$ cat src/include/usart_slave_pkg.sv
// constants for the synchronous slave serial port
package usart_slave_pkg;
  // register indices; the byte address is four times the index
  localparam logic [7:0] IDX_INTERRUPT_CONTROL = 8'h0b;
  localparam logic [7:0] IDX_PERIPHERAL_IRQ_FLAGS = 8'h0c;
  localparam logic [7:0] IDX_RECEIVE_STATUS_CONTROL = 8'h18;
  localparam logic [7:0] IDX_TRANSMIT_HOLDING = 8'h19;
  localparam logic [7:0] IDX_RECEIVE_BUFFER = 8'h1a;
  localparam logic [7:0] IDX_PERIPHERAL_IRQ_ENABLES = 8'h8c;
  localparam logic [7:0] IDX_TRANSMIT_STATUS_CONTROL = 8'h98;
  localparam logic [7:0] IDX_BAUD_DIVISOR = 8'h99;
  localparam int ADDR_WIDTH = 12;
  // interrupt_control fields
  localparam int GLOBAL_INTERRUPT_ENABLE_BIT = 7;
  localparam int PERIPHERAL_INTERRUPT_ENABLE_BIT = 6;
  // peripheral_irq_flags / peripheral_irq_enables fields
  localparam int RECEIVE_FLAG_BIT = 5;
  localparam int TRANSMIT_FLAG_BIT = 4;
  // receive_status_control fields
  localparam int SERIAL_PORT_ENABLE_BIT = 7;
  localparam int NINE_BIT_RECEIVE_BIT = 6;
  localparam int SINGLE_RECEIVE_ENABLE_BIT = 5;
  localparam int CONTINUOUS_RECEIVE_ENABLE_BIT = 4;
  localparam int FRAMING_ERROR_BIT = 2;
  localparam int OVERRUN_ERROR_BIT = 1;
  localparam int RECEIVE_NINTH_BIT = 0;
  localparam logic [7:0] RECEIVE_CONTROL_WRITE_MASK = 8'hf0;
  // transmit_status_control fields
  localparam int CLOCK_SOURCE_SELECT_BIT = 7;
  localparam int NINE_BIT_TRANSMIT_BIT = 6;
  localparam int TRANSMIT_ENABLE_BIT = 5;
  localparam int SYNC_MODE_BIT = 4;
  localparam int SHIFTER_EMPTY_BIT = 1;
  localparam int TRANSMIT_NINTH_BIT = 0;
  localparam logic [7:0] TRANSMIT_CONTROL_WRITE_MASK = 8'hf5;
  // reset values
  localparam logic [7:0] INTERRUPT_CONTROL_RESET = 8'h00;
  localparam logic [7:0] PERIPHERAL_IRQ_FLAGS_RESET = 8'h00;
  localparam logic [7:0] RECEIVE_STATUS_CONTROL_RESET = 8'h00;
  localparam logic [7:0] TRANSMIT_HOLDING_RESET = 8'h00;
  localparam logic [7:0] RECEIVE_BUFFER_RESET = 8'h00;
  localparam logic [7:0] PERIPHERAL_IRQ_ENABLES_RESET = 8'h00;
  localparam logic [7:0] TRANSMIT_STATUS_CONTROL_RESET = 8'h02;
  localparam logic [7:0] BAUD_DIVISOR_RESET = 8'h00;
  // word lengths and buffering
  localparam logic [3:0] WORD_LEN_EIGHT = 4'h8;
  localparam logic [3:0] WORD_LEN_NINE = 4'h9;
  localparam logic [1:0] RX_FIFO_DEPTH = 2'h2;
  localparam logic [15:0] INTERRUPT_VECTOR = 16'h0004;
endpackage : usart_slave_pkg

$ cat src/rtl/usart_sync_slave.sv
// synchronous slave serial port with apb registers
//
// Overview of operation
// - external master drives shift clock; never driven
// - slave when sync set, clock source clear
// - shifting continues while the core sleeps
// - buffering and flags as master mode
// - first word moves to shifter at once
// - second word held; transmit flag stays clear
// - after shift-out, reload shifter, then flag
// - transmit flag with enables wakes the core
// - wake vectors to 0004h only with global enable
// - single receive enable ignored in slave
// - continuous receive works during sleep, fills buffer
// - receive flag with enables wakes the core
// - completed reception sets receive buffer full flag
// - clearing continuous receive clears error flags
// - receive data sampled on falling clock edge
// - two-deep receive buffer with ninth bits
// - overrun when full: flag, drop, block
// - buffer read exposes next word's ninth bit
//
// Our own choice: register access over APB.
`timescale 1ns/1ps
module usart_sync_slave (
  input wire logic pclk, // 250 MHz bus clock
  input wire logic presetn, // async reset, active low
  input wire logic psel, // apb select
  input wire logic penable, // apb access phase
  input wire logic pwrite, // apb direction
  input wire logic [11:0] paddr, // apb byte address
  input wire logic [31:0] pwdata, // apb write data
  output logic [31:0] prdata, // apb read data
  output logic pready, // apb ready
  output logic pslverr, // apb error on unmapped address
  input wire logic shift_clock_pin, // shift clock from the master
  input wire logic serial_data_in, // data pin level
  output logic serial_data_out, // data pin drive value
  output logic serial_data_oe, // data pin driven when high
  input wire logic core_sleeping, // core is in its sleep state
  output logic interrupt_request, // peripheral interrupt pending
  output logic wake_core, // wake request while sleeping
  output logic take_vector, // wake branches to the vector
  output logic [15:0] vector_address // interrupt vector
);
  // ----------------------------------------------------------------
  // register storage
  // ----------------------------------------------------------------
  logic [7:0] interrupt_control;
  logic [7:0] peripheral_irq_flags;
  logic [7:0] peripheral_irq_enables;
  logic [7:0] receive_control;
  logic [7:0] transmit_control;
  logic [7:0] baud_divisor;
  logic [7:0] transmit_holding;
  logic holding_full;
  logic [8:0] transmit_shifter;
  logic [3:0] tx_count;
  logic tx_busy;
  logic [8:0] receive_shifter;
  logic [3:0] rx_count;
  logic [8:0] rx_fifo [0:1];
  logic rx_head;
  logic [1:0] rx_level;
  logic overrun_error_flag;
  logic sck_s1, sck_s2, sck_s3;
  logic din_s1, din_s2;
  logic [7:0] read_mux;
  logic map_hit;

  wire [7:0] reg_index = paddr[9:2];
  wire access = psel & penable;
  wire wr = access & pwrite & map_hit;
  wire rd = access & ~pwrite & map_hit;
  wire serial_port_enable = receive_control[usart_slave_pkg::SERIAL_PORT_ENABLE_BIT];
  wire nine_bit_receive = receive_control[usart_slave_pkg::NINE_BIT_RECEIVE_BIT];
  wire continuous_receive_enable =
    receive_control[usart_slave_pkg::CONTINUOUS_RECEIVE_ENABLE_BIT];
  wire clock_source_select = transmit_control[usart_slave_pkg::CLOCK_SOURCE_SELECT_BIT];
  wire nine_bit_transmit = transmit_control[usart_slave_pkg::NINE_BIT_TRANSMIT_BIT];
  wire transmit_enable_bit = transmit_control[usart_slave_pkg::TRANSMIT_ENABLE_BIT];
  wire sync_mode = transmit_control[usart_slave_pkg::SYNC_MODE_BIT];
  wire transmit_ninth_bit = transmit_control[usart_slave_pkg::TRANSMIT_NINTH_BIT];
  wire slave_mode = sync_mode & serial_port_enable & ~clock_source_select;
  // continuous receive alone chooses reception; single receive is ignored
  wire rx_active = slave_mode & continuous_receive_enable;
  wire tx_active = slave_mode & transmit_enable_bit & ~continuous_receive_enable;
  wire sck_rise = sck_s2 & ~sck_s3;
  wire sck_fall = ~sck_s2 & sck_s3;
  wire [3:0] tx_len = nine_bit_transmit ? usart_slave_pkg::WORD_LEN_NINE
                                        : usart_slave_pkg::WORD_LEN_EIGHT;
  wire [3:0] rx_len = nine_bit_receive ? usart_slave_pkg::WORD_LEN_NINE
                                       : usart_slave_pkg::WORD_LEN_EIGHT;
  wire [8:0] next_receive_shifter = {din_s2, receive_shifter[8:1]};
  wire rx_word_done = rx_active & ~overrun_error_flag & sck_fall
                      & (rx_count + 4'h1 == rx_len);
  wire [8:0] rx_word = nine_bit_receive ? next_receive_shifter
                                        : {1'b0, next_receive_shifter[8:1]};
  wire rx_push = rx_word_done & (rx_level != usart_slave_pkg::RX_FIFO_DEPTH);
  wire rx_pop = rd & (reg_index == usart_slave_pkg::IDX_RECEIVE_BUFFER)
                & (rx_level != 2'h0);
  wire tx_done = tx_busy & sck_fall & (tx_count == tx_len);
  wire tx_load = tx_active & ~tx_busy & holding_full;
  wire holding_write = wr & (reg_index == usart_slave_pkg::IDX_TRANSMIT_HOLDING);
  // empty flag only shows once the transmitter is enabled, so it reads clear out of reset
  wire transmit_buffer_empty_flag = ~holding_full & transmit_enable_bit;
  wire receive_buffer_full_flag = rx_level != 2'h0;
  wire [8:0] rx_head_word = rx_fifo[rx_head];

  // ----------------------------------------------------------------
  // pin synchronisers
  // ----------------------------------------------------------------
  // every clock edge from the master is caught at 250 MHz
  always_ff @(posedge pclk or negedge presetn) begin
    if (!presetn) begin
      sck_s1 <= 1'b0;
      sck_s2 <= 1'b0;
      sck_s3 <= 1'b0;
      din_s1 <= 1'b0;
      din_s2 <= 1'b0;
    end else begin
      sck_s1 <= shift_clock_pin;
      sck_s2 <= sck_s1;
      sck_s3 <= sck_s2;
      din_s1 <= serial_data_in;
      din_s2 <= din_s1;
    end
  end

  // ----------------------------------------------------------------
  // apb slave
  // ----------------------------------------------------------------
  always_comb begin
    map_hit = (paddr[1:0] == 2'h0) & (paddr[11:10] == 2'h0);
    read_mux = 8'h00;
    case (reg_index)
      usart_slave_pkg::IDX_INTERRUPT_CONTROL: read_mux = interrupt_control;
      usart_slave_pkg::IDX_PERIPHERAL_IRQ_FLAGS: begin
        read_mux = peripheral_irq_flags;
        read_mux[usart_slave_pkg::RECEIVE_FLAG_BIT] = receive_buffer_full_flag;
        read_mux[usart_slave_pkg::TRANSMIT_FLAG_BIT] = transmit_buffer_empty_flag;
      end
      usart_slave_pkg::IDX_RECEIVE_STATUS_CONTROL: begin
        read_mux = receive_control & usart_slave_pkg::RECEIVE_CONTROL_WRITE_MASK;
        read_mux[usart_slave_pkg::OVERRUN_ERROR_BIT] = overrun_error_flag;
        read_mux[usart_slave_pkg::RECEIVE_NINTH_BIT] = rx_head_word[8];
      end
      usart_slave_pkg::IDX_TRANSMIT_HOLDING: read_mux = 8'h00;
      usart_slave_pkg::IDX_RECEIVE_BUFFER: read_mux = rx_head_word[7:0];
      usart_slave_pkg::IDX_PERIPHERAL_IRQ_ENABLES: read_mux = peripheral_irq_enables;
      usart_slave_pkg::IDX_TRANSMIT_STATUS_CONTROL: begin
        read_mux = transmit_control & usart_slave_pkg::TRANSMIT_CONTROL_WRITE_MASK;
        read_mux[usart_slave_pkg::SHIFTER_EMPTY_BIT] = ~tx_busy;
      end
      usart_slave_pkg::IDX_BAUD_DIVISOR: read_mux = baud_divisor;
      default: map_hit = 1'b0;
    endcase
  end

  assign pready = 1'b1;
  assign pslverr = access & ~map_hit;

  // read data captured in the setup phase, valid in the access phase
  always_ff @(posedge pclk or negedge presetn) begin
    if (!presetn) begin
      prdata <= 32'h0000_0000;
    end else if (psel & ~penable & ~pwrite) begin
      prdata <= {24'h00_0000, read_mux};
    end
  end

  // ----------------------------------------------------------------
  // control registers
  // ----------------------------------------------------------------
  always_ff @(posedge pclk or negedge presetn) begin
    if (!presetn) begin
      interrupt_control <= usart_slave_pkg::INTERRUPT_CONTROL_RESET;
      peripheral_irq_flags <= usart_slave_pkg::PERIPHERAL_IRQ_FLAGS_RESET;
      peripheral_irq_enables <= usart_slave_pkg::PERIPHERAL_IRQ_ENABLES_RESET;
      receive_control <= usart_slave_pkg::RECEIVE_STATUS_CONTROL_RESET;
      transmit_control <= usart_slave_pkg::TRANSMIT_STATUS_CONTROL_RESET
                          & usart_slave_pkg::TRANSMIT_CONTROL_WRITE_MASK;
      baud_divisor <= usart_slave_pkg::BAUD_DIVISOR_RESET;
    end else if (wr) begin
      case (reg_index)
        usart_slave_pkg::IDX_INTERRUPT_CONTROL: interrupt_control <= pwdata[7:0];
        usart_slave_pkg::IDX_PERIPHERAL_IRQ_FLAGS: peripheral_irq_flags <= pwdata[7:0];
        usart_slave_pkg::IDX_PERIPHERAL_IRQ_ENABLES: peripheral_irq_enables <= pwdata[7:0];
        usart_slave_pkg::IDX_RECEIVE_STATUS_CONTROL:
          receive_control <= pwdata[7:0] & usart_slave_pkg::RECEIVE_CONTROL_WRITE_MASK;
        usart_slave_pkg::IDX_TRANSMIT_STATUS_CONTROL:
          transmit_control <= pwdata[7:0] & usart_slave_pkg::TRANSMIT_CONTROL_WRITE_MASK;
        usart_slave_pkg::IDX_BAUD_DIVISOR: baud_divisor <= pwdata[7:0];
        default: baud_divisor <= baud_divisor;
      endcase
    end
  end

  // ----------------------------------------------------------------
  // transmit holding register
  // ----------------------------------------------------------------
  // a write in the cycle of a move keeps the holding register full
  always_ff @(posedge pclk or negedge presetn) begin
    if (!presetn) begin
      transmit_holding <= usart_slave_pkg::TRANSMIT_HOLDING_RESET;
      holding_full <= 1'b0;
    end else if (holding_write) begin
      transmit_holding <= pwdata[7:0];
      holding_full <= 1'b1;
    end else if (tx_load) begin
      holding_full <= 1'b0;
    end
  end

  // ----------------------------------------------------------------
  // transmit shifter
  // ----------------------------------------------------------------
  // bits leave on rising edges; the word ends at the falling edge after the last
  always_ff @(posedge pclk or negedge presetn) begin
    if (!presetn) begin
      transmit_shifter <= 9'h000;
      tx_count <= 4'h0;
      tx_busy <= 1'b0;
      serial_data_out <= 1'b0;
    end else if (~tx_active) begin
      tx_busy <= 1'b0;
      tx_count <= 4'h0;
    end else if (tx_load) begin
      transmit_shifter <= {transmit_ninth_bit, transmit_holding};
      tx_count <= 4'h0;
      tx_busy <= 1'b1;
    end else if (tx_done) begin
      tx_busy <= 1'b0;
    end else if (tx_busy & sck_rise & (tx_count != tx_len)) begin
      serial_data_out <= transmit_shifter[0];
      transmit_shifter <= {1'b0, transmit_shifter[8:1]};
      tx_count <= tx_count + 4'h1;
    end
  end

  assign serial_data_oe = tx_active;

  // ----------------------------------------------------------------
  // receive shifter and overrun
  // ----------------------------------------------------------------
  always_ff @(posedge pclk or negedge presetn) begin
    if (!presetn) begin
      receive_shifter <= 9'h000;
      rx_count <= 4'h0;
    end else if (~rx_active | overrun_error_flag) begin
      rx_count <= 4'h0;
    end else if (sck_fall) begin
      receive_shifter <= next_receive_shifter;
      rx_count <= rx_word_done ? 4'h0 : rx_count + 4'h1;
    end
  end

  // the overrun flag only falls with continuous receive cleared
  always_ff @(posedge pclk or negedge presetn) begin
    if (!presetn) begin
      overrun_error_flag <= 1'b0;
    end else if (rx_word_done & ~rx_push) begin
      overrun_error_flag <= 1'b1;
    end else if (~continuous_receive_enable) begin
      overrun_error_flag <= 1'b0;
    end
  end

  // ----------------------------------------------------------------
  // two-deep receive buffer
  // ----------------------------------------------------------------
  genvar entry;
  generate
    for (entry = 0; entry < 2; entry++) begin : g_rx_entry
      wire [0:0] tail = rx_head + rx_level[0];
      always_ff @(posedge pclk or negedge presetn) begin
        if (!presetn) begin
          rx_fifo[entry] <= {1'b0, usart_slave_pkg::RECEIVE_BUFFER_RESET};
        end else if (rx_push & (tail == 1'(entry))) begin
          rx_fifo[entry] <= rx_word;
        end
      end
    end
  endgenerate

  always_ff @(posedge pclk or negedge presetn) begin
    if (!presetn) begin
      rx_head <= 1'b0;
      rx_level <= 2'h0;
    end else begin
      if (rx_pop) begin
        rx_head <= ~rx_head;
      end
      rx_level <= rx_level + {1'b0, rx_push} - {1'b0, rx_pop};
    end
  end

  // ----------------------------------------------------------------
  // wake and vector
  // ----------------------------------------------------------------
  wire global_interrupt_enable = interrupt_control[usart_slave_pkg::GLOBAL_INTERRUPT_ENABLE_BIT];
  wire peripheral_interrupt_enable =
    interrupt_control[usart_slave_pkg::PERIPHERAL_INTERRUPT_ENABLE_BIT];
  wire transmit_interrupt_enable =
    peripheral_irq_enables[usart_slave_pkg::TRANSMIT_FLAG_BIT];
  wire receive_interrupt_enable =
    peripheral_irq_enables[usart_slave_pkg::RECEIVE_FLAG_BIT];
  wire pending = peripheral_interrupt_enable
                 & ((transmit_buffer_empty_flag & transmit_interrupt_enable)
                    | (receive_buffer_full_flag & receive_interrupt_enable));

  always_ff @(posedge pclk or negedge presetn) begin
    if (!presetn) begin
      interrupt_request <= 1'b0;
      wake_core <= 1'b0;
      take_vector <= 1'b0;
    end else begin
      interrupt_request <= pending;
      wake_core <= pending & core_sleeping;
      take_vector <= pending & global_interrupt_enable;
    end
  end

  assign vector_address = usart_slave_pkg::INTERRUPT_VECTOR;
endmodule : usart_sync_slave

$ cat config.mk
export PLATFORM = sky130hd
export DESIGN_NAME = usart_sync_slave
export DESIGN_NICKNAME = d
export VERILOG_FILES = /design/src/include/usart_slave_pkg.sv /design/src/rtl/usart_sync_slave.sv
export SDC_FILE = /design/constraint.sdc
export NUM_CORES = 1
export LEC_CHECK = 0
export ABC_AREA = 1
export ABC_CLOCK_PERIOD_IN_PS = 4810
export BUFFER_PORTS_ARGS = -buffer_cell sky130_fd_sc_hd__buf_2
export CORE_MARGIN = 5
export CORE_UTILIZATION = 34
export CTS_BUF_LIST = sky130_fd_sc_hd__clkbuf_8
export CTS_CLUSTER_DIAMETER = 50
export DETAILED_ROUTE_END_ITERATION = 6
export GPL_TIMING_DRIVEN = 1
export PLACE_DENSITY_LB_ADDON = 0.1
export SLEW_MARGIN = 15
export SYNTH_ARGS = -nofsm -noshare
export SYNTH_HDL_FRONTEND = slang
export SYNTH_SLANG_ARGS = --single-unit
$ cat constraint.sdc
create_clock -name pclk -period 4.81 [get_ports pclk]
set_input_delay 0.2405 -clock pclk [delete_from_list [all_inputs] [get_ports pclk]]
set_output_delay 0.2405 -clock pclk [all_outputs]
set_load 0.02 [all_outputs]
[Yosys cells after proc, flatten, opt, wreduce, memory -nomap -nowiden]
Index checks and enable logic that the tools add are counted.
Storage, ports and cells
  register bits: 117
  input port bits: 52
  output and inout port bits: 55
Operators by class
  add/sub/neg operators: 5
  magnitude comparators: 1
  equality and inequality tests: 17
  mux-type cells: 25
  bitwise operators: 58
  reduce and logical (&&, ||, !) cells: 17
Operators with widths (number)
  9-bit two-way mux: 7
  8-bit case mux with 7 select lines: 1
  1-bit bitwise AND: 38
  4-bit two-way mux: 7
  8-bit by 5-bit equality test with 1-bit output, second input constant: 3
  8-bit equality test, second input constant: 3
  1-bit NOT: 17
  8-bit by 4-bit equality test with 1-bit output, second input constant: 2
  2-bit AND reduction: 8
  1-bit two-way mux: 10
  4-bit by 1-bit adder with 4-bit output, second input constant: 2
  4-bit equality test: 2
  2-bit nonzero test: 4
  8-bit OR reduction: 1
  3-bit by 1-bit != test with 1-bit output, second input constant: 2
  2-bit zero test: 2
  2-bit by 1-bit != test with 1-bit output, second input constant: 2
  4-bit != test: 1
  4-bit AND reduction: 1
  3-bit by 2-bit != test with 1-bit output, second input constant: 1
  3-bit AND reduction: 1
  2-bit by 1-bit adder with 2-bit output: 1
  2-bit greater-or-equal comparator, second input constant: 1
  2-bit != test, second input constant: 1
  other kinds (4): 5

[Longest topological paths before layout]
Gate-level depths: netlist (run 1).
  depth in word-level cells: 10
  depth in mapped cells: 12
  gate-level depth less buffers: 12

[Least setup slack after synthesis (run 1)]
No wires, ideal clock.
  kind: reg2reg
  start: reg rx_count[0]
  end: reg rx_level[1]
  setup time: 0.123 ns
  arrival time: 1.891 ns
  slack: 2.796 ns
  cell stages (with the launch flop): 12
  buffers on the path: 0
  clock period less this slack: 2.014 ns
  cells stage by stage: dfrtp_1 ha_1 a21oi_1 o21ai_0 nor2_1 nand2_1 nor2_2 nand2_1 ha_1 inv_1 ha_1 xnor2_1
On the way
  word-level cells in the longest chain between the ends: 6
RTL lines
  start, declared: line usart_sync_slave.sv:61  | logic [3:0] rx_count;
  start signal, assigned: line usart_sync_slave.sv:254  | rx_count <= rx_word_done ? 4'h0 : rx_count + 4'h1;
  4-bit by 1-bit adder with 4-bit output: line usart_sync_slave.sv:96  | & (rx_count + 4'h1 == rx_len);
  4-bit equality test: line usart_sync_slave.sv:96
  1-bit bitwise AND: line usart_sync_slave.sv:96
  1-bit bitwise AND: line usart_sync_slave.sv:99  | wire rx_push = rx_word_done & (rx_level != usart_slave_pkg::RX_FIFO_DEPTH);
  2-bit by 1-bit adder with 2-bit output: line usart_sync_slave.sv:294  | rx_level <= rx_level + {1'b0, rx_push} - {1'b0, rx_pop};
  2-bit by 1-bit subtractor with 2-bit output: line usart_sync_slave.sv:294
  end signal, assigned: line usart_sync_slave.sv:294
  end, declared: line usart_sync_slave.sv:64  | logic [1:0] rx_level;
Every way passes these cells.
A chain may end at the register's enable or synchronous reset.

[Worst setup path after layout (run 1)]
  start: reg transmit_control[7]
  end: reg rx_level[1]
On the way
  word-level cells in the longest chain between the ends: 9
RTL lines
  start, declared: line usart_sync_slave.sv:53  | logic [7:0] transmit_control;
  start signal, assigned: line usart_sync_slave.sv:181  | transmit_control <= usart_slave_pkg::TRANSMIT_STATUS_CONTROL_RESET
  start signal, assigned: line usart_sync_slave.sv:192  | transmit_control <= pwdata[7:0] & usart_slave_pkg::TRANSMIT_CONTROL_WRITE_MASK;
  1-bit NOT: line usart_sync_slave.sv:84  | wire slave_mode = sync_mode & serial_port_enable & ~clock_source_select;
  1-bit bitwise AND: line usart_sync_slave.sv:84
  1-bit bitwise AND: line usart_sync_slave.sv:86  | wire rx_active = slave_mode & continuous_receive_enable;
  1-bit bitwise AND (2 in a row): line usart_sync_slave.sv:95  | wire rx_word_done = rx_active & ~overrun_error_flag & sck_fall
  1-bit bitwise AND: line usart_sync_slave.sv:96
  1-bit bitwise AND: line usart_sync_slave.sv:99
  2-bit by 1-bit adder with 2-bit output: line usart_sync_slave.sv:294
  2-bit by 1-bit subtractor with 2-bit output: line usart_sync_slave.sv:294
Every way passes these cells.

==> results of run 1 <==
[final cells by class]
type	instances	share of cell area
sequential	114	0.449
tap	220	0.0433
inverter	47	0.0278
clock inverter	10	0.0146
timing repair buffer	47	0.0414
multi-input combinational	538	0.376
clock buffer	22	0.0477
[power by group]
| group | internal (mW) | switching, mW | total (mW) |
|---|---|---|---|
| sequential | 0.963 | 0.00166 | 0.964 |
| clock | 0.516 | 0.372 | 0.888 |
| combinational | 0.0173 | 0.0805 | 0.0978 |
[through the flow]
stage / total power [mW] / area, µm² / utilization
2_1_floorplan: 1.05 / 5750 / -
3_3_place_gp: 1.08 / 5920 / 0.361
3_5_place_dp: 1.08 / 5920 / 0.361
4_1_cts: 1.98 / 6350 / 0.387
5_1_grt: 2.03 / 6350 / 0.387
6_report: 1.95 / 6350 / 0.387
[worst paths after layout]
kind | start | end | slack [ps] | cells after the start
setup / recovery | transmit_control[7] | rx_level[1] | 2400 | 10
max in group asynchronous | presetn | rx_fifo[1] | 3210 | 3
hold / removal | pwdata[1] | transmit_holding[1] | 100 | 3
setup reg to reg | transmit_control[7] | rx_level[1] | 2400 | 10
hold reg to reg | sck_s1 | sck_s2 | 350 | 0
min in group asynchronous | presetn | transmit_shifter[1] | 500 | 2
[cell families (layout without fill, tap and decap cells)]
logic type	after synthesis	after routing
xor+xnor	8	8
compound gates	63	63
other cells	2	41
fa+ha+maj	4	4
simple gates	418	418
buf+inv	95	126
mux	4	4
flops	114	114
[worst max-delay path, delay by kind of cell (launching register included)]
| kind | cells | cell delay, ps |
|---|---|---|
| simple gates | 5 | 1190 |
| xor+xnor | 1 | 120 |
| buf+inv | 2 | 140 |
| fa+ha+maj | 2 | 450 |
| flops | 1 | 390 |
[per-layer routing]
metal,wire (µm),track usage,vias up,part of all wire
met1,6830,0.216,2173,0.47
met4,188,0.0478,0,0.013
met5,0,0,-,0
li1,-,-,2259,-
met3,828,0.0452,10,0.057
met2,6760,0.243,109,0.46
[cells in the mapped netlist, types with 2 or more instances]
master / number / area (µm²)
nor2_4: 5 / 56.3
buf_4: 41 / 308
o22ai_1: 3 / 18.8
xnor2_1: 4 / 35.0
inv_2: 6 / 22.5
nor2_1: 27 / 101
nand2_2: 2 / 12.5
nand2_1: 333 / 1250
dfrtp_1: 114 / 2850
o21ai_1: 11 / 55.1
mux2i_1: 4 / 40.0
o21ai_0: 37 / 185
nand3_1: 25 / 125
nor4_1: 2 / 12.5
xor2_1: 4 / 35.0
nor3_2: 2 / 20.0
nor2_2: 4 / 25.0
clkbuf_1: 5 / 18.8
ha_1: 4 / 50.1
nor3_1: 3 / 15.0
inv_1: 40 / 150
nand4_1: 10 / 62.6
a21oi_1: 9 / 45.0
conb_1: 2 / 7.51
[registers in the layout, summed over array words and instances (netlist names), 2 cells and up]
signal	cells
peripheral_irq_flags	6
prdata	8
receive_control	4
transmit_holding	8
interrupt_control	8
rx_level	2
transmit_control	6
transmit_shifter	9
peripheral_irq_enables	8
rx_fifo	18
baud_divisor	8
receive_shifter	8
tx_count	4
rx_count	4
==> results by group, run 1 <==
Finish
  – Sequential cell area: 2850 µm²
  – Fill cells: 1,703
  – Area grow syn2layout: 13.3%
  – Layout cell share with drive strength beyond 1: 0.118
  – Multi-input logic area: 2390 µm²
  – Most frequent cells in the layout: nand2_1, dfrtp_1, inv_1
  – Nets@finish: 821
  – Diode count: 0
  – Final cell count without fillers: 998
  – Most common cell after layout, fill and taps aside: nand2_1

Synthesis
  – Main combinational cell family by area after synthesis: simple AND/OR/NAND/NOR gates
  – Synth cell types: 35
  – FF+latch count, synth: between 100 and 150
  – Post-synthesis cell count: 708
  – Area fraction in compound gates after synthesis: 0.0585
  – Synthesized-area fraction occupied by and/or/nand/nor cells: 0.312
  – Dominant synthesized flop cell: dfrtp_1
  – Synth Area in Adders: 0.00893
  – Post-Syn Area: 5610 µm²
  – Post-synth EDFFs: 0
  – Synth Area in XOR/XNOR: 0.0125
  – Syn_area_per_cell: 7.92 µm²
  – Yosys synthesis warning count: 0
  – Post-synthesis mux area share: 0.00714
  – Async SR Flop Fraction: 1.00
  – Sequential-to-total area share from yosys stat: 0.509

STA
  – Unrepaired setup endpoints after global routing: false
  – Worst Tran Pin Value: just under 1000 ps
  – Final Cycle Share: 0.501
  – Fmax: 0.415 GHz
  – Hold slack: 105 ps
  – Fin. max-slew vios: 0
  – Final hold vios: 0
  – Final setup vio count: 0
  – Rel. slew slack: 0.348
  – Clock Skews: ~6 ps
  – TNS Setup: 0 ps
  – Tmin final: 2410 ps
  – Final worst slack: 2400 ps

Clock tree
  – Deepest clock path buffer count: 2
  – Post_cts resized: 0
  – Worst skew pair latency: 430 ps
  – Inserted Clock Buffers: 17
  – Root buf cell: clkbuf_8
  – CTS sink cnt: 114
  – Max H-tree Level: 4
  – Post-CTS Hold Buffers: 4
  – CTS clk-pin slew, worst paths: 70 ps
  – CTS tree: done
  – Number of buffers added for setup after CTS: 0

Placement
  – GPL Wtd Cong: about 0.87
  – I/O Buffers: 41
  – Setup WS pre-CTS: 2390 ps
  – Post-Place Cells: 962
  – Hpwl dp: 10,800 µm

Critical path
  – Element type at the critical path end: flip-flop
  – Worst path max stage delay: 420 ps
  – CP Launch Type: flip-flop
  – Critical Path, Cell by Cell: inv_1 -> nand3_1 -> nor3_2 -> nand3_1 -> nor2_2 -> nand2_1 -> ha_1 -> inv_1 -> ha_1 -> xnor2_1
  – Setup CP Type: reg -> reg
  – CP Data Required Time: 5130 ps
  – Crit-path slowest cell: nand3_1
  – Crit path DAT: between 2000 and 3000 ps
  – Worst-path maximum fanout: 12

Die
  – FP Rows: 47
  – Core Region: about 16,000 µm²
  – Die Ht: 138 µm
  – Die Span X: 138 µm
  – Die Area: 19,200 µm²
  – Initial Util: 0.342
  – Num ports: ~110

Worst hold path
  – HP Class: in -> reg

Global routing
  – Number of global-route vias before repair: between 4,000 and 5,000
  – First-pass GRT wire length: 23,800 µm
  – Pin count of the biggest net entering global routing: between 70 and 80
  – Initial antenna violation count: 0
  – Grt ovf: 0
  – All-Layer GR Usage: 0.157

Detailed routing
  – DRC: 0
  – Via count: 4,551
  – WL per Instance: 14.6 µm
  – Via-to-Cell Ratio: ~4.6
  – Final ANT Viol Nets: 0
  – DRT iter0 DRCs: approximately 290
  – First-pass iteration count of the detailed router: 4
  – WL final: 14,600 µm

Flow run
  – Max Cap Viol: 0

Power and ir drop
  – Max VDD drop: 0.000169 V
  – Leakage: 3.35 nW
  – PwrDens: 307 nW/µm²

Run status
  – Outcome: complete, no violations
No activity file was read; power rests on OpenSTA's default activity.
==> run 2: changes to the inputs <==
--- a/config.mk
+++ b/config.mk
@@ -6,7 +6,7 @@
 export NUM_CORES = 1
 export LEC_CHECK = 0
 export ABC_AREA = 1
-export ABC_CLOCK_PERIOD_IN_PS = 4810
+export ABC_CLOCK_PERIOD_IN_PS = 2350
 export BUFFER_PORTS_ARGS = -buffer_cell sky130_fd_sc_hd__buf_2
 export CORE_MARGIN = 5
 export CORE_UTILIZATION = 34
==> constraint.sdc (replaced) <==
create_clock -name pclk -period 2.35 [get_ports pclk]
set_input_delay 0.1175 -clock pclk [delete_from_list [all_inputs] [get_ports pclk]]
set_output_delay 0.1175 -clock pclk [all_outputs]
set_load 0.02 [all_outputs]
==> results by group, run 2 (same netlist as run 1, synthesis figures left out) <==
Run status
  – Outcome: complete, no violations

Detailed routing
  – Via count: 4,538 (-0.29%)
  – WL final: 14,900 µm (+1.9%)
  – DRT iter0 DRCs: 233 (-19%)
  – WL per Instance: 14.6 µm (about the same)
  – First-pass iteration count of the detailed router: 5 (+1)
  – Final ANT Viol Nets: 0 (unchanged)
  – DRC: 0 (unchanged)
  – Via-to-Cell Ratio: 4.46 (-2.1%)

Global routing
  – Met1 Track Usage GR: 0.221 (+0.00548)
  – Initial antenna violation count: 0 (unchanged)
  – GR Layer Usage met3: 0.0397 (-0.00552)
  – Number of global-route vias before repair: 4,453 (+0.29%)
  – First-pass GRT wire length: 24,200 µm (+1.6%)
  – Pin count of the biggest net entering global routing: 47 (-39%)
  – Grt ovf: 0 (unchanged)
  – Most Used Layer, Global Route: met2
  – All-Layer GR Usage: 0.158 (+0.000658)
  – Met2 usage: 0.243 (+0.000257)

Die
  – Core Region: 16,400 µm² (unchanged)
  – FP Rows: 47 (unchanged)
  – Initial Util: 0.342 (unchanged)
  – Num ports: 107 (unchanged)
  – Die Ht: 138 µm (unchanged)
  – Die Area: 19,200 µm² (unchanged)
  – Die Span X: 138 µm (unchanged)

Clock tree
  – Worst skew pair latency: 440 ps (about the same)
  – Inserted Clock Buffers: 17 (unchanged)
  – Deepest clock path buffer count: 2 (unchanged)
  – Max H-tree Level: 4 (unchanged)
  – CTS tree: done
  – Root buf cell: clkbuf_8
  – CTS clk-pin slew, worst paths: 70 ps (about the same)
  – CTS sink cnt: 114 (unchanged)
  – Number of buffers added for setup after CTS: 0 (unchanged)

Placement
  – Setup WS pre-CTS: 127 ps (-2260 ps)
  – GPL Wtd Cong: 0.867 (+0.21%)
  – Hpwl dp: 11,000 µm (+2.1%)
  – I/O Buffers: 41 (unchanged)

Critical path
  – CP Launch Type: flip-flop
  – Element type at the critical path end: flip-flop
  – Setup CP Type: reg -> reg
  – CP delay by family, top: adder cells
  – Worst path max stage delay: 430 ps (about the same)
  – CP most frequent cell: ha_1
  – Crit path DAT: 2490 ps (-240 ps)
  – Crit-path slowest cell: dfrtp_1
  – CP bufs+invs: 1 (-1)
  – Critical Path, Cell by Cell: ha_1 -> a21oi_1 -> o21ai_0 -> nor2_1 -> nand2_2 -> nor2_4 -> nand2_1 -> ha_1 -> inv_1 -> ha_1 -> xnor2_1
  – Flop2flop setup slack: 170 ps (-2230 ps)
  – CP Data Required Time: 2670 ps (-2460 ps)
  – Worst-path maximum fanout: 6 (-6)

Power and ir drop
  – Pwr Total: 3.91 mW (+100%)
  – P_sw: 0.947 mW (+110%)
  – PwrDens: 601 nW/µm² (+96%)
  – Max VDD drop: 0.000404 V (+140%)
  – Internal power: 2.97 mW (+98%)
  – Clock power frac: 0.440 (-0.016)
  – Register share of total power: 0.504 (+0.010)
  – Leakage: 3.43 nW (+2.3%)
  – Comb pwr share: 0.056 (+0.006)
  – Sw frac: 0.242 (+0.00899)

STA
  – Final hold vios: 0 (unchanged)
  – Final worst slack: 171 ps (-2230 ps)
  – Worst Tran Pin Value: 620 ps (-357 ps)
  – Tmin final: 2180 ps (-230 ps)
  – Final setup vio count: 0 (unchanged)
  – Clock Skews: 13.4 ps (+7.50 ps)
  – Final Cycle Share: 0.927 (+0.426)
  – TNS Setup: 0 ps (unchanged)
  – Unrepaired setup endpoints after global routing: false
  – Fmax: 0.459 GHz (+11%)
  – Rel. slew slack: 0.586 (+0.238)
  – Fin. max-slew vios: 0 (unchanged)

Finish
  – Sequential cell area: 2850 µm² (unchanged)
  – Most frequent cells in the layout: nand2_1, dfrtp_1, inv_1
  – Biggest regs: rx_fifo: 18 flops, transmit_shifter: 9 flops
  – Largest reg by FF count: rx_fifo
  – Diode count: 0 (unchanged)
  – Max reg flops: 18 (unchanged)
  – Area grow syn2layout: 16.2%
  – Most common cell after layout, fill and taps aside: nand2_1
  – Layout cell share with drive strength beyond 1: 0.132 (+0.0135)
  – Nets@finish: 841 (+2.4%)
  – Fill cells: 1,728 (+1.5%)
  – Multi-input logic area: 2400 µm² (+0.31%)

Worst hold path
  – HP Class: in -> reg

Flow run
  – Max Cap Viol: 0 (unchanged)
==> run 2: worst paths after layout <==
check                            startpoint                  end  depth (start not counted)
min in group asynchronous           presetn  transmit_shifter[3]                          2
worst max register to register  rx_count[0]          rx_level[1]                         11
worst max-delay path            rx_count[0]          rx_level[1]                         11
worst min register to register       sck_s1               sck_s2                          0
worst min-delay path                 pwrite              rx_head                          4
max in group asynchronous           presetn           rx_fifo[1]                          3
==> run 2: through the flow <==
step | std cells | util | instance area (µm²) | hold slack [ps]
6_report | 1017 | 0.397 | 6520 | 47.0
3_3_place_gp | 974 | 0.367 | 6020 | 176
3_5_place_dp | 974 | 0.367 | 6020 | 178
2_1_floorplan | 747 | - | 5750 | -178
4_1_cts | 1017 | 0.397 | 6510 | 9.53
5_1_grt | 1017 | 0.397 | 6520 | 49.8
==> run 2: area by class of cell <==
cell class	instances	share of cell area
sequential	114	0.438
multi-input combinational	538	0.368
timing repair buffer	67	0.0684
clock buffer	22	0.0465
tap	220	0.0423
inverter	47	0.0271
clock inverter	9	0.0102
==> run 2: per-layer routing <==
metal  vias up  part of all wire
met1      2111              0.49
met5         -                 0
li1       2303                 -
met3        11             0.047
met2       113              0.45
met4         0             0.015
==> run 2: what timing repair did <==
item | 4_1_cts | 5_1_grt
endpoints found under the hold margin | 82 | 0
gates resized for setup | 0 | 2
endpoints found under the setup margin | 0 | 7
hold buffers | 12 | 0
==> run 2: worst register-to-register path, cell delays in order (launching register included) <==
cell     delay (ps)
dfrtp_1         430
ha_1            330
a21oi_1         100
o21ai_0          90
nor2_1          180
nand2_2         110
nor2_4          130
nand2_1          70
ha_1            270
inv_1            40
ha_1            180
xnor2_1         120
==> run 2: power by group through the flow <==
stage | Combinational [mW] | Sequential [mW] | Clock, mW
finish | 0.217 | 1.97 | 1.72
global route | 0.241 | 1.97 | 1.86
CTS | 0.220 | 1.97 | 1.77
detailed placement | 0.204 | 2.01 | 0
global placement | 0.203 | 2.01 | 0
floorplan | 0.140 | 2.01 | 0
==> run 3: changes to the inputs <==
--- a/config.mk
+++ b/config.mk
@@ -14,7 +14,6 @@
 export CTS_CLUSTER_DIAMETER = 50
 export DETAILED_ROUTE_END_ITERATION = 6
 export GPL_TIMING_DRIVEN = 1
-export PLACE_DENSITY_LB_ADDON = 0.1
 export SLEW_MARGIN = 15
 export SYNTH_ARGS = -nofsm -noshare
 export SYNTH_HDL_FRONTEND = slang
==> results by group, run 3 (same netlist as run 1, synthesis figures left out) <==
Critical path
  – Worst-path maximum fanout: 6 (unchanged)
  – R2R cell count: 11 (unchanged)
  – Setup CP Type: reg -> reg
  – Crit path DAT: 2480 ps (about the same)
  – CP Data Required Time: 2680 ps (about the same)
  – CP Launch Type: flip-flop
  – Element type at the critical path end: flip-flop

Clock tree
  – Inserted Clock Buffers: 17 (unchanged)
  – Worst skew pair latency: 450 ps (about the same)
  – Deepest clock path buffer count: 2 (unchanged)
  – CTS tree: done
  – Number of buffers added for setup after CTS: 0 (unchanged)
  – CTS sink cnt: 114 (unchanged)
  – Max H-tree Level: 4 (unchanged)
  – CTS clk-pin slew, worst paths: 60 ps (about the same)
  – Root buf cell: clkbuf_8
  – Post_cts resized: 0 (unchanged)

Power and ir drop
  – Max VDD drop: 0.000373 V (-7.6%)
  – Internal power: 3.52 mW (+19%)
  – Leakage: 3.47 nW (+1.3%)
  – PwrDens: 675 nW/µm² (+12%)
  – Sw frac: 0.214 (-0.0282)
  – P_sw: 0.957 mW (+1.1%)
  – Comb pwr share: 0.048 (-0.008)
  – Register share of total power: 0.440 (-0.064)
  – Pwr Total: 4.48 mW (+15%)
  – Clock power frac: 0.512 (+0.072)

Die
  – Die Span X: 138 µm (unchanged)
  – Num ports: 107 (unchanged)
  – Initial Util: 0.342 (unchanged)
  – Die Area: 19,200 µm² (unchanged)
  – Core Region: 16,400 µm² (unchanged)
  – Die Ht: 138 µm (unchanged)
  – FP Rows: 47 (unchanged)

Detailed routing
  – Routed length on met1: 6530 µm (-9.7%)
  – First-pass iteration count of the detailed router: 5 (unchanged)
  – WL final: 13,900 µm (-6.7%)
  – Met2 WL: 6350 µm (-5.4%)
  – Final ANT Viol Nets: 0 (unchanged)
  – Via count: 4,495 (-0.95%)
  – Via-to-Cell Ratio: 4.42 (-0.95%)
  – Top sig layer: met4
  – DRT iter0 DRCs: 328 (+41%)
  – WL per Instance: 13.6 µm (-6.7%)
  – Routed met3 length: 603 µm (-14%)
  – DRC: 0 (unchanged)

Global routing
  – Grt ovf: 0 (unchanged)
  – First-pass GRT wire length: 22,700 µm (-6.2%)
  – Pin count of the biggest net entering global routing: 50 (+6.4%)
  – Number of global-route vias before repair: 4,464 (+0.25%)
  – Initial antenna violation count: 0 (unchanged)
  – All-Layer GR Usage: 0.150 (-0.00850)

STA
  – Final Cycle Share: 0.919 (-0.00889)
  – Unrepaired setup endpoints after global routing: false
  – Clock Skews: 11.7 ps (-1.71 ps)
  – Hold slack: 67.3 ps (+20.3 ps)
  – Fin. max-slew vios: 0 (unchanged)
  – Final setup vio count: 0 (unchanged)
  – TNS Setup: 0 ps (unchanged)
  – Worst Tran Pin Value: 577 ps (-42.9 ps)
  – Final hold vios: 0 (unchanged)
  – Final worst slack: 191 ps (+20.9 ps)
  – Fmax: 0.463 GHz (+0.97%)
  – Rel. slew slack: 0.615 (+0.0286)
  – Tmin final: 2160 ps (-20.9 ps)

Placement
  – Placement Cell Area: 6010 µm² (-0.12%)
  – GPL Wtd Cong: 0.871 (+0.45%)
  – Setup WS pre-CTS: 186 ps (+58.5 ps)
  – I/O Buffers: 41 (unchanged)
  – Hpwl dp: 10,200 µm (-7.0%)

Finish
  – Final Instance Area: 6640 µm² (+1.8%)
  – Max reg flops: 18 (unchanged)
  – Layout cell share with drive strength beyond 1: 0.136 (+0.00376)
  – Diode count: 0 (unchanged)
  – Area grow syn2layout: 18.3%
  – Biggest regs: rx_fifo: 18 flops, transmit_shifter: 9 flops
  – Nets@finish: 840 (-0.12%)
  – Most common cell after layout, fill and taps aside: nand2_1
  – Largest reg by FF count: rx_fifo
  – Most frequent cells in the layout: nand2_1, dfrtp_1, inv_1, conb_1, buf_2

Run status
  – Outcome: complete, no violations

Worst hold path
  – Hold depth: 4 (unchanged)
  – HP Class: in -> reg

Flow run
  – Max Cap Viol: 0 (unchanged)
## run 3: layout make-up
cell class	instances	area [µm²]
fill	1704	9770
multi-input combinational	538	2390
inverter	47	176
sequential	114	2850
clock buffer	22	303
tap	220	275
timing repair buffer	66	438
clock inverter	10	201
## run 3: per-layer routing
metal	vias to the layer above	track usage
li1	2307	-
met1	2061	0.198
met2	96	0.231
met3	31	0.0321
met4	0	0.0775
met5	-	0
## run 3: repair_timing
| action | CTS | global route |
|---|---|---|
| endpoints found under the hold margin | 89 | 0 |
| hold buffers | 12 | 0 |
| endpoints found under the setup margin | 0 | 0 |
## run 3: worst paths after layout
| kind | from | end | slack (ps) |
|---|---|---|---|
| max reg2reg | rx_count[0] | rx_level[1] | 190 |
| max in group asynchronous | presetn | interrupt_control[0] | 1410 |
| max | rx_count[0] | rx_level[1] | 190 |
| min in group asynchronous | presetn | receive_shifter[2] | 210 |
| min reg2reg | din_s1 | din_s2 | 360 |
| min | pwrite | rx_head | 70 |
## run 3: metrics by stage
stage / utilization / cells
global placement: 0.366 / 973
floorplan: - / 747
CTS: 0.404 / 1017
detailed placement: 0.366 / 973
finish: 0.404 / 1017
global route: 0.404 / 1017
## run 3: power by group through the flow
stage	registers (mW)	logic, mW	clock network [mW]
5_1_grt	1.97	0.237	2.44
6_report	1.97	0.214	2.29
2_1_floorplan	2.01	0.140	0
3_5_place_dp	2.01	0.200	0
3_3_place_gp	2.01	0.199	0
4_1_cts	1.97	0.216	2.35
## run 3: worst max-delay path, stage by stage, from the launching register on
cell	delay, ps
dfrtp_1	430
ha_1	320
a21oi_1	100
o21ai_0	80
nor2_1	120
nand2_1	120
nor2_2	180
nand2_1	90
ha_1	270
inv_1	40
ha_1	170
xnor2_1	120
